$ cat config.mk
export PLATFORM = sky130hd
export DESIGN_NAME = pdc_top
export DESIGN_NICKNAME = d
export VERILOG_FILES = /design/src/hw/pdc_pkg.sv /design/src/hw/pdc_top.sv
export SDC_FILE = /design/constraint.sdc
export NUM_CORES = 1
export LEC_CHECK = 0
export BUFFER_PORTS_ARGS = -buffer_cell sky130_fd_sc_hd__buf_2
export CAP_MARGIN = 20
export CORE_MARGIN = 4
export CORE_UTILIZATION = 42
export CTS_BUF_LIST = sky130_fd_sc_hd__clkbuf_16
export CTS_CLUSTER_SIZE = 30
export DETAILED_ROUTE_END_ITERATION = 16
export SYNTH_ARGS = -nofsm -noshare
export SYNTH_HDL_FRONTEND = slang
export SYNTH_SLANG_ARGS = --single-unit
$ cat constraint.sdc
create_clock -name REF_CLK_IN -period 4.9 [get_ports REF_CLK_IN]
set_clock_uncertainty 0.2 [all_clocks]
set_input_delay 1.225 -clock REF_CLK_IN [delete_from_list [all_inputs] [get_ports REF_CLK_IN]]
set_output_delay 1.225 -clock REF_CLK_IN [all_outputs]
set_load 0.02 [all_outputs]
$ cat src/hw/pdc_pkg.sv
// Package: register map, field layout, reset values and serial command coding
`default_nettype none
package pdc_pkg;
  // ==========================================================================
  // Register map
  localparam logic [5:0] PDC_CTRL_ADDR = 6'h03; // pad_drive_clock_out_ctrl
  // ==========================================================================
  // Field positions inside pad_drive_clock_out_ctrl
  localparam int PDC_PAD_DRV_LSB = 6;   // Bits 7:6, general output drive
  localparam int PDC_CLK_DRV_LSB = 4;   // Bits 5:4, clock output drive
  localparam int PDC_SHA_BIT = 3;       // Bit 3, clock output shadow select
  localparam int PDC_RATE_LSB = 0;      // Bits 2:0, clock output rate
  // ==========================================================================
  // Reset values
  localparam logic [1:0] PDC_PAD_DRV_RST = 2'h0;  // 2 mA
  localparam logic [1:0] PDC_CLK_DRV_RST = 2'h1;  // 4 mA
  localparam logic PDC_SHA_RST = 1'b1;
  localparam logic [2:0] PDC_RATE_RST = 3'h1;
  localparam logic [7:0] PDC_CTRL_RST = 8'h19;
  // ==========================================================================
  // Drive current codes, shared by both drive fields
  localparam logic [1:0] PDC_DRV_2MA = 2'h0;
  localparam logic [1:0] PDC_DRV_4MA = 2'h1;
  localparam logic [1:0] PDC_DRV_6MA = 2'h2;
  localparam logic [1:0] PDC_DRV_8MA = 2'h3;
  // ==========================================================================
  // Serial command byte: bit 7 marks register access, bit 6 marks a write
  localparam int PDC_CMD_REG_BIT = 7;
  localparam int PDC_CMD_WR_BIT = 6;
  // ==========================================================================
  // Serial frame bit counts
  localparam logic [4:0] PDC_CMD_LAST = 5'h07;   // Last command bit index
  localparam logic [4:0] PDC_DATA_FIRST = 5'h08; // First data bit index
  localparam logic [4:0] PDC_DATA_LAST = 5'h0f;  // Last data bit index
  localparam logic [4:0] PDC_FRAME_DONE = 5'h10; // Frame complete
endpackage : pdc_pkg
`default_nettype wire

$ cat src/hw/pdc_top.sv
// Pad drive and pull control with serial access to its control register
// Function
// - Bits 7:6 select general output drive 2/4/6/8 mA, reset 2 mA.
// - Bits 5:4 select clock output drive 2/4/6/8 mA, reset 4 mA.
// - In power-on state, weak pulls connect: up on reset/select, down on rest.
// - In all other states, in reset or not, all input pulls disconnect.
// - Auxiliary outputs not enabled are held low.
// - Register 0x03 also holds shadow select bit 3 and rate field 2:0.
// - Control register contents survive sleep untouched.
`default_nettype none
module pdc_top (
  input wire logic REF_CLK_IN,
  input wire logic RST_IN,
  input wire logic SPI_SEL_N_IN,
  input wire logic SPI_SCLK_IN,
  input wire logic SPI_MOSI_IN,
  input wire logic PON_STATE_IN,
  input wire logic [3:0] AUX_EN_IN,
  input wire logic [3:0] AUX_DATA_IN,
  output logic SPI_MISO_OUT,
  output logic [1:0] PAD_DRIVE_SEL_OUT,
  output logic [1:0] CLK_OUT_DRIVE_SEL_OUT,
  output logic CLK_OUT_SHADOW_SEL_OUT,
  output logic [2:0] CLK_OUT_RATE_SEL_OUT,
  output logic [1:0] PULL_UP_EN_OUT,
  output logic [2:0] PULL_DOWN_EN_OUT,
  output logic [3:0] AUX_OUT,
  output logic [3:0] AUX_PULL_DOWN_OUT
);

  // ==========================================================================
  // Address decode, shared by the read and write paths
  function automatic logic pdc_hit(input logic [7:0] cmd);
    pdc_hit = cmd[pdc_pkg::PDC_CMD_REG_BIT] &&
              (cmd[5:0] == pdc_pkg::PDC_CTRL_ADDR);
  endfunction

  logic [2:0] sync1_reg;
  logic [2:0] sync2_reg;
  logic sclk_d_reg;
  logic sel_n_s;
  logic sclk_s;
  logic mosi_s;
  logic sclk_rise;
  logic sclk_fall;
  logic [4:0] bit_cnt_reg;
  logic [7:0] shift_in_reg;
  logic [7:0] cmd_reg;
  logic [7:0] tx_shift_reg;
  logic miso_reg;
  logic [7:0] ctrl_reg;
  logic [7:0] ctrl_next;
  logic wr_fire;
  logic [7:0] rd_data;

  // ==========================================================================
  // Pin synchronisers; first stage feeds only the second
  // Reset to the idle pin levels (select high, clock and data low) so
  // that no false serial clock edge is seen just after reset
  always_ff @(posedge REF_CLK_IN) begin
    if (RST_IN) begin
      sync1_reg <= 3'h4;
      sync2_reg <= 3'h4;
      sclk_d_reg <= 1'b0;
    end else begin
      sync1_reg <= {SPI_SEL_N_IN, SPI_SCLK_IN, SPI_MOSI_IN};
      sync2_reg <= sync1_reg;
      sclk_d_reg <= sync2_reg[1];
    end
  end

  assign sel_n_s = sync2_reg[2];
  assign sclk_s = sync2_reg[1];
  assign mosi_s = sync2_reg[0];
  assign sclk_rise = sclk_s && !sclk_d_reg && !sel_n_s;
  assign sclk_fall = !sclk_s && sclk_d_reg && !sel_n_s;

  // ==========================================================================
  // Receive side: bit counter, shifter and command capture
  // Extra bits after the data byte are ignored until select rises again
  always_ff @(posedge REF_CLK_IN) begin
    if (RST_IN || sel_n_s) begin
      bit_cnt_reg <= 5'h00;
      shift_in_reg <= 8'h00;
      cmd_reg <= 8'h00;
    end else if (sclk_rise && bit_cnt_reg != pdc_pkg::PDC_FRAME_DONE) begin
      shift_in_reg <= {shift_in_reg[6:0], mosi_s};
      bit_cnt_reg <= bit_cnt_reg + 5'h01;
      if (bit_cnt_reg == pdc_pkg::PDC_CMD_LAST) begin
        cmd_reg <= {shift_in_reg[6:0], mosi_s};
      end
    end
  end

  // Write lands on the last data bit only for a write to our address
  assign wr_fire = sclk_rise && (bit_cnt_reg == pdc_pkg::PDC_DATA_LAST) &&
                   cmd_reg[pdc_pkg::PDC_CMD_WR_BIT] && pdc_hit(cmd_reg);
  assign ctrl_next = {shift_in_reg[6:0], mosi_s};

  // ==========================================================================
  // Control register; no sleep input reaches it, so contents persist
  always_ff @(posedge REF_CLK_IN) begin
    if (RST_IN) begin
      ctrl_reg <= pdc_pkg::PDC_CTRL_RST;
    end else if (wr_fire) begin
      ctrl_reg <= ctrl_next;
    end
  end

  // ==========================================================================
  // Read side: unmapped or write frames return zero on the data byte
  assign rd_data = (pdc_hit(cmd_reg) && !cmd_reg[pdc_pkg::PDC_CMD_WR_BIT]) ?
                   ctrl_reg : 8'h00;

  always_ff @(posedge REF_CLK_IN) begin
    if (RST_IN || sel_n_s) begin
      tx_shift_reg <= 8'h00;
      miso_reg <= 1'b0;
    end else if (sclk_fall && bit_cnt_reg == pdc_pkg::PDC_DATA_FIRST) begin
      tx_shift_reg <= {rd_data[6:0], 1'b0};
      miso_reg <= rd_data[7];
    end else if (sclk_fall && bit_cnt_reg > pdc_pkg::PDC_DATA_FIRST &&
                 bit_cnt_reg <= pdc_pkg::PDC_DATA_LAST) begin
      tx_shift_reg <= {tx_shift_reg[6:0], 1'b0};
      miso_reg <= tx_shift_reg[7];
    end
  end

  assign SPI_MISO_OUT = miso_reg;

  // ==========================================================================
  // Field outputs to the pad drivers and clock output logic
  // Software should keep clock drive at 2 mA when it can
  always_ff @(posedge REF_CLK_IN) begin
    if (RST_IN) begin
      PAD_DRIVE_SEL_OUT <= pdc_pkg::PDC_PAD_DRV_RST;
      CLK_OUT_DRIVE_SEL_OUT <= pdc_pkg::PDC_CLK_DRV_RST;
      CLK_OUT_SHADOW_SEL_OUT <= pdc_pkg::PDC_SHA_RST;
      CLK_OUT_RATE_SEL_OUT <= pdc_pkg::PDC_RATE_RST;
    end else begin
      PAD_DRIVE_SEL_OUT <= ctrl_reg[pdc_pkg::PDC_PAD_DRV_LSB +: 2];
      CLK_OUT_DRIVE_SEL_OUT <= ctrl_reg[pdc_pkg::PDC_CLK_DRV_LSB +: 2];
      CLK_OUT_SHADOW_SEL_OUT <= ctrl_reg[pdc_pkg::PDC_SHA_BIT];
      CLK_OUT_RATE_SEL_OUT <= ctrl_reg[pdc_pkg::PDC_RATE_LSB +: 3];
    end
  end

  // ==========================================================================
  // Input pulls follow the power-on state, reset or not
  // Reset does not clear them: a reset during power-on keeps pulls on
  always_ff @(posedge REF_CLK_IN) begin
    if (PON_STATE_IN) begin
      PULL_UP_EN_OUT <= 2'h3;
      PULL_DOWN_EN_OUT <= 3'h7;
    end else begin
      PULL_UP_EN_OUT <= 2'h0;
      PULL_DOWN_EN_OUT <= 3'h0;
    end
  end

  // ==========================================================================
  // Auxiliary outputs: low and pulled down unless enabled
  always_ff @(posedge REF_CLK_IN) begin
    if (RST_IN) begin
      AUX_OUT <= 4'h0;
      AUX_PULL_DOWN_OUT <= 4'hf;
    end else begin
      AUX_OUT <= AUX_EN_IN & AUX_DATA_IN;
      AUX_PULL_DOWN_OUT <= ~AUX_EN_IN;
    end
  end
endmodule // pdc_top
`default_nettype wire

==> impl_metrics.yaml, run 1 <==
synth:
  synth_seq_cells: 60
  yosysTopAreaCellShare_pct: 54.0
  synth_xor_area_share_pct: 1.18
  synth.largest_area_cell: "dfxtp_1"
  synth_fa_ha_area_share_pct: 1.69
  ys_async_sr_fraction_pct: 0
  synth.most_common_cell: "dfxtp_1"
  syn_nets: 233
  synthSimpleGateAreaFrac_pct: 20.7
  synth_compound_area_share_pct: 9.05
  synth.area.top_cells: "dfxtp_1, mux2i_1, nor2_1, nor2b_1, a211oi_1"
  muxShareOfSynthArea_pct: 8.99
  yosysUniqueCellTypes: 36
  syn_area_sq_um: 2230
  synth_edf_count: 0
  yosysWarningCount: 0
  avgSynthCellArea_sq_um: 10.3
  synth_top_family_by_area: "simple AND/OR/NAND/NOR gates"
  synthFlopType: "dfxtp_1"
  ys_seq_area_share_pct: 54.0
  netlist_instances: 216
  synth_common_cells: "dfxtp_1, nor2_1, mux2i_1, nor2b_1, a21oi_1"
clocking:
  cts_max_level: 3
  insertion_delay_ns: 0.32
  cts_root_buf: "clkbuf_16"
  cts_setup_buffers: 0
  cts_resized: 0
  cts.sink_count: 60
  clockBufferDepth: 2
  cts_tree: "built"
  cts_buffers: 9
  clk_pin_slew_ns: 0.05
  cts_hold_buf: 0
sta:
  final_hold_viol_count: 0
  max_slew_margin_pct: 51.1
  tns_ns: 0
  tightest_slew_ns: 0.728
  rsz0062_at_grt: "no"
  whs_ns: 0.210
  min_period_ns: 2.34
  drv_slew: 0
  setup_slack_ns: 2.56
  period_share_pct: 47.8
  fmax_mhz: 427
  setup-violations-final: 0
setup_path:
  path_class: "flop to flop"
  rr_worst_depth: 7
  path_cells: "ha_1, and3_1, ha_1, nand2_1, nor4_4, nor2b_1, a211o_1"
  path_common_cell: "ha_1"
  critPathArrivalTime_ns: 2.34
  crit_path_start_kind: "flop"
  r2r_start: "bit_cnt_reg[0]$_SDFFE_PP0P_"
  max_stage_delay_ns: 0.56
  cpMaxStageDelayCell: "nor4_4"
  crit_start: "bit_cnt_reg[0]$_SDFFE_PP0P_"
  critPathRequiredTime_ns: 4.90
  crit_fanout: 11
  r2r_slack_ns: 2.56
  r2r_end: "ctrl_reg[3]$_SDFFE_PP1P_"
  setup.worst_path.end_class: "flop"
  cp-endpoint: "ctrl_reg[3]$_SDFFE_PP1P_"
floorplan:
  dieArea_sq_um: 6530
  dieHeight_um: 80.8
  coreArea_sq_um: 5110
  initial_core_util_pct: 43.6
  die_x_um: 80.8
  ioPinCount: 36
  rows: 26
job:
  cap_violations: 0
route:
  wire_per_inst_um: 12.4
  vias: 1547
  post-route-drc-count: 0
  routed_wl_um: 4010
  routed_via_density: 4.77
  drt_iter0_drc: 56
  first_pass_iters: 5
  postRouteAntennaNets: 0
placed_design:
  place_worst_setup_slack_ns: 2.28
  portBuffers: 35
  dp_hpwl_um: 2750
  gp_congestion: 0.701
  dpl_cell_area_sq_um: 2420
cells_and_area:
  nFillCells: 489
  area_growth_pct: 21.3
  finalInstanceArea_sq_um: 2700
  utilization_pct: 52.9
  drive_above_1_share_pct: 23.6
  nets: 266
  diodes: 0
worst_hold_path:
  min_path_type: "flop to flop"
  hold_start: "sync1_reg[2]$_SDFF_PP1_"
power:
  ir_drop_mv: 0.471
  p_per_area_nw_per_um2: 410
  p_leak_nw: 1.09
global_routing:
  grt_antenna_before_repair: 0
  grt_pass1_wl_um: 6470
  grt_pass1_vias: 1401
  grt_max_degree: 29
  grt-ovfl-total: 0
  track_usage_pct: 13.3
status:
  outcome: "finished clean"
## through the flow
stage,power (mW),cells
floorplan,0.526,216
global placement,0.535,308
detailed placement,0.536,308
CTS,1.12,324
global route,1.14,324
finish,1.11,324
## worst max-delay path, delay by kind of cell, from the launching register on
kind	cells	cell delay (ns)
AOI/OAI and AO/OA	1	0.28
DFF	1	0.41
adders and majority gates	2	0.40
and+or+nand+nor	4	0.93
## worst min-delay path by stage
stage / to / slack, ns / depth (start not counted)
after CTS: sync2_reg[2]$_SDFF_PP1_ / 0.21 / 1
after global placement: sync2_reg[2]$_SDFF_PP1_ / 0.20 / 1
after detailed placement: sync2_reg[2]$_SDFF_PP1_ / 0.20 / 1
after floorplan: sync2_reg[2]$_SDFF_PP1_ / 0.19 / 1
after global routing: sync2_reg[2]$_SDFF_PP1_ / 0.22 / 1
final: sync2_reg[2]$_SDFF_PP1_ / 0.21 / 1
## layout make-up
cell class                      count  area, sq um  area share [%]
Sequential cell                    60         1200            44.5
Timing Repair Buffer               35          175            6.49
Clock buffer                        9          225            8.34
Tap cell                           70         87.6            3.24
Inverter                            7         26.3           0.973
Multi-Input combinational cell    136          926            34.3
Clock inverter                      7         58.8            2.18
## layer usage
metal | vias to the layer above | share of wire (%) | global-route usage [%]
met2 | 29 | 49 | 20.1
met3 | 2 | 4.4 | 6.32
met4 | 0 | 0.62 | 4.56
met5 | - | 0 | 0
li1 | 801 | - | -
met1 | 715 | 46 | 16.5
## cell families after synthesis
kind of cell	Yosys count
AND/OR/NAND/NOR	78
XOR/XNOR	3
adder cells (fa/ha/maj)	3
AO/OA/AOI/OAI	32
buffers and inverters	20
multiplexers	20
flip-flops	60
## cell usage in the layout (no fill, tap or decap), types with 2 or more instances in the layout
master      n
mux2i_1    20
xor2_1      2
nand2b_1    4
buf_2      35
clkbuf_16   9
o21ai_0     8
a211o_1     3
nor4_4      2
inv_1       8
clkinv_1    2
a211oi_1    7
nor2b_1    13
a21oi_1    10
dfxtp_1    60
nand2_1     3
nand4_1     2
nor2_1     37
ha_1        3
clkinv_2    2
nor3b_1     2
or2_2       6
## where the power goes
group / switching, mW / internal (mW)
clock network: 0.196 / 0.385
registers: 0.00280 / 0.495
logic: 0.0168 / 0.0108
No activity file was read; power rests on OpenSTA's default activity.
==> inputs of run 2 (changes only) <==
clock period = 2.4 ns   (was 4.9 ns; I/O delays follow)
==> impl_metrics.yaml, run 2 (synthesis gave the netlist of run 1 again) <==
global_routing:
  grt_pass1_vias: 1537
  grt_busiest_layer: "met2"
  track_usage_pct: 15.1
  grt_antenna_before_repair: 0
  grt_max_degree: 29
  grt-ovfl-total: 0
  use_met3_pct: 4.66
  grt_pass1_wl_um: 7130
  met2_usage_pct: 21.9
  met1_usage_pct: 17.9
sta:
  setup-violations-final: 0
  min_period_ns: 2.09
  fmax_mhz: 479
  tightest_slew_ns: 0.554
  tns_ns: 0
  max_slew_margin_pct: 63.0
  period_share_pct: 87.0
  final_hold_viol_count: 0
  rsz0062_at_grt: "no"
  drv_slew: 0
clocking:
  insertion_delay_ns: 0.33
  clk_pin_slew_ns: 0.05
  clockBufferDepth: 2
  cts_root_buf: "clkbuf_16"
  cts.sink_count: 60
  cts_setup_buffers: 0
  cts_tree: "built"
  cts_max_level: 3
  cts_buffers: 9
  cts_resized: 0
  cts_hold_buf: 0
setup_path:
  critPathArrivalTime_ns: 2.12
  crit_path_start_kind: "flop"
  crit_family: "simple AND/OR/NAND/NOR gates"
  path_class: "flop to flop"
  r2r_start: "cmd_reg[3]$_SDFFE_PP0P_"
  cpMaxStageDelayCell: "or4b_4"
  critPathBufInv: 0
  setup.worst_path.end_class: "flop"
  crit_fanout: 8
  max_stage_delay_ns: 0.57
  rr_worst_depth: 4
  r2r_end: "tx_shift_reg[4]$_SDFFE_PP0P_"
  critPathRequiredTime_ns: 2.43
  r2r_slack_ns: 0.31
  path_cells: "or4b_4, nor4_4, a21oi_1, a211oi_1"
floorplan:
  coreArea_sq_um: 5110
  die_x_um: 80.8
  dieHeight_um: 80.8
  initial_core_util_pct: 43.6
  ioPinCount: 36
  rows: 26
  dieArea_sq_um: 6530
placed_design:
  dpl_cell_area_sq_um: 2470
  gp_congestion: 0.752
  portBuffers: 35
  dp_hpwl_um: 2820
route:
  post-route-drc-count: 0
  vias: 1581
  routed_wl_um: 4170
  drt_iter0_drc: 74
  routed_via_density: 4.78
  first_pass_iters: 4
  wire_per_inst_um: 12.6
  postRouteAntennaNets: 0
power:
  p_leak_nw: 1.16
  p_per_area_nw_per_um2: 898
  p_total_mw: 2.52
  ir_drop_mv: 0.531
worst_hold_path:
  min_path_type: "input port to flop"
  hold_start: "PON_STATE_IN"
  hold_depth: 1
  holdPathEnd: "PULL_DOWN_EN_OUT[1]$_DFF_P_"
cells_and_area:
  final_cell_mix: "dfxtp_1, nor2_1, buf_2"
  area_growth_pct: 26.3
  drive_above_1_share_pct: 26.4
  diodes: 0
  nets: 273
  finalInstanceArea_sq_um: 2810
  layout.cells.most_common: "dfxtp_1"
  nFillCells: 470
status:
  outcome: "finished clean"
job:
  cap_violations: 0
-- run 2: area by class of cell --
class	instances	area [sq um]	share of cell area (%)
clock buffer	9	225	8.01
inverter	7	26.3	0.935
timing repair buffer	42	228	8.10
tap	70	87.6	3.12
sequential	60	1200	42.7
clock inverter	7	116	4.14
multi-input combinational	136	926	32.9
-- run 2: through the flow --
| step | setup WS (ns) | cells | hold WS, ns | utilization, % |
|---|---|---|---|---|
| 6_report | 0.313 | 331 | 0.172 | 55.0 |
| 3_3_place_gp | 0.326 | 315 | 0.193 | 48.3 |
| 5_1_grt | 0.184 | 331 | 0.161 | 55.0 |
| 2_1_floorplan | 0.447 | 216 | 0.189 | - |
| 3_5_place_dp | 0.332 | 315 | 0.192 | 48.3 |
| 4_1_cts | 0.321 | 331 | 0.160 | 55.0 |
-- run 2: how the worst max path moves through the flow --
| stage | startpoint | to | slack [ns] | cells past startpoint |
|---|---|---|---|---|
| after global placement | bit_cnt_reg[0]$_SDFFE_PP0P_ | ctrl_reg[3]$_SDFFE_PP1P_ | 0.33 | 8 |
| after CTS | bit_cnt_reg[0]$_SDFFE_PP0P_ | ctrl_reg[3]$_SDFFE_PP1P_ | 0.32 | 8 |
| final | cmd_reg[3]$_SDFFE_PP0P_ | tx_shift_reg[4]$_SDFFE_PP0P_ | 0.31 | 4 |
| after global routing | bit_cnt_reg[0]$_SDFFE_PP0P_ | ctrl_reg[3]$_SDFFE_PP1P_ | 0.18 | 8 |
| after detailed placement | bit_cnt_reg[0]$_SDFFE_PP0P_ | ctrl_reg[3]$_SDFFE_PP1P_ | 0.33 | 8 |
| after floorplan | cmd_reg[3]$_SDFFE_PP0P_ | ctrl_reg[3]$_SDFFE_PP1P_ | 0.45 | 5 |
-- run 2: metal layers --
layer / routed length [um] / vias up
met5: 0 / -
li1: - / 814
met3: 195 / 12
met2: 1920 / 34
met1: 1910 / 721
met4: 147 / 0
-- run 2: power by group --
part           total [mW]  internal [mW]  switching, mW
registers            1.02           1.01        0.00562
logic              0.0581         0.0235         0.0346
clock network        1.45           1.01          0.440
total                2.52           2.04          0.480
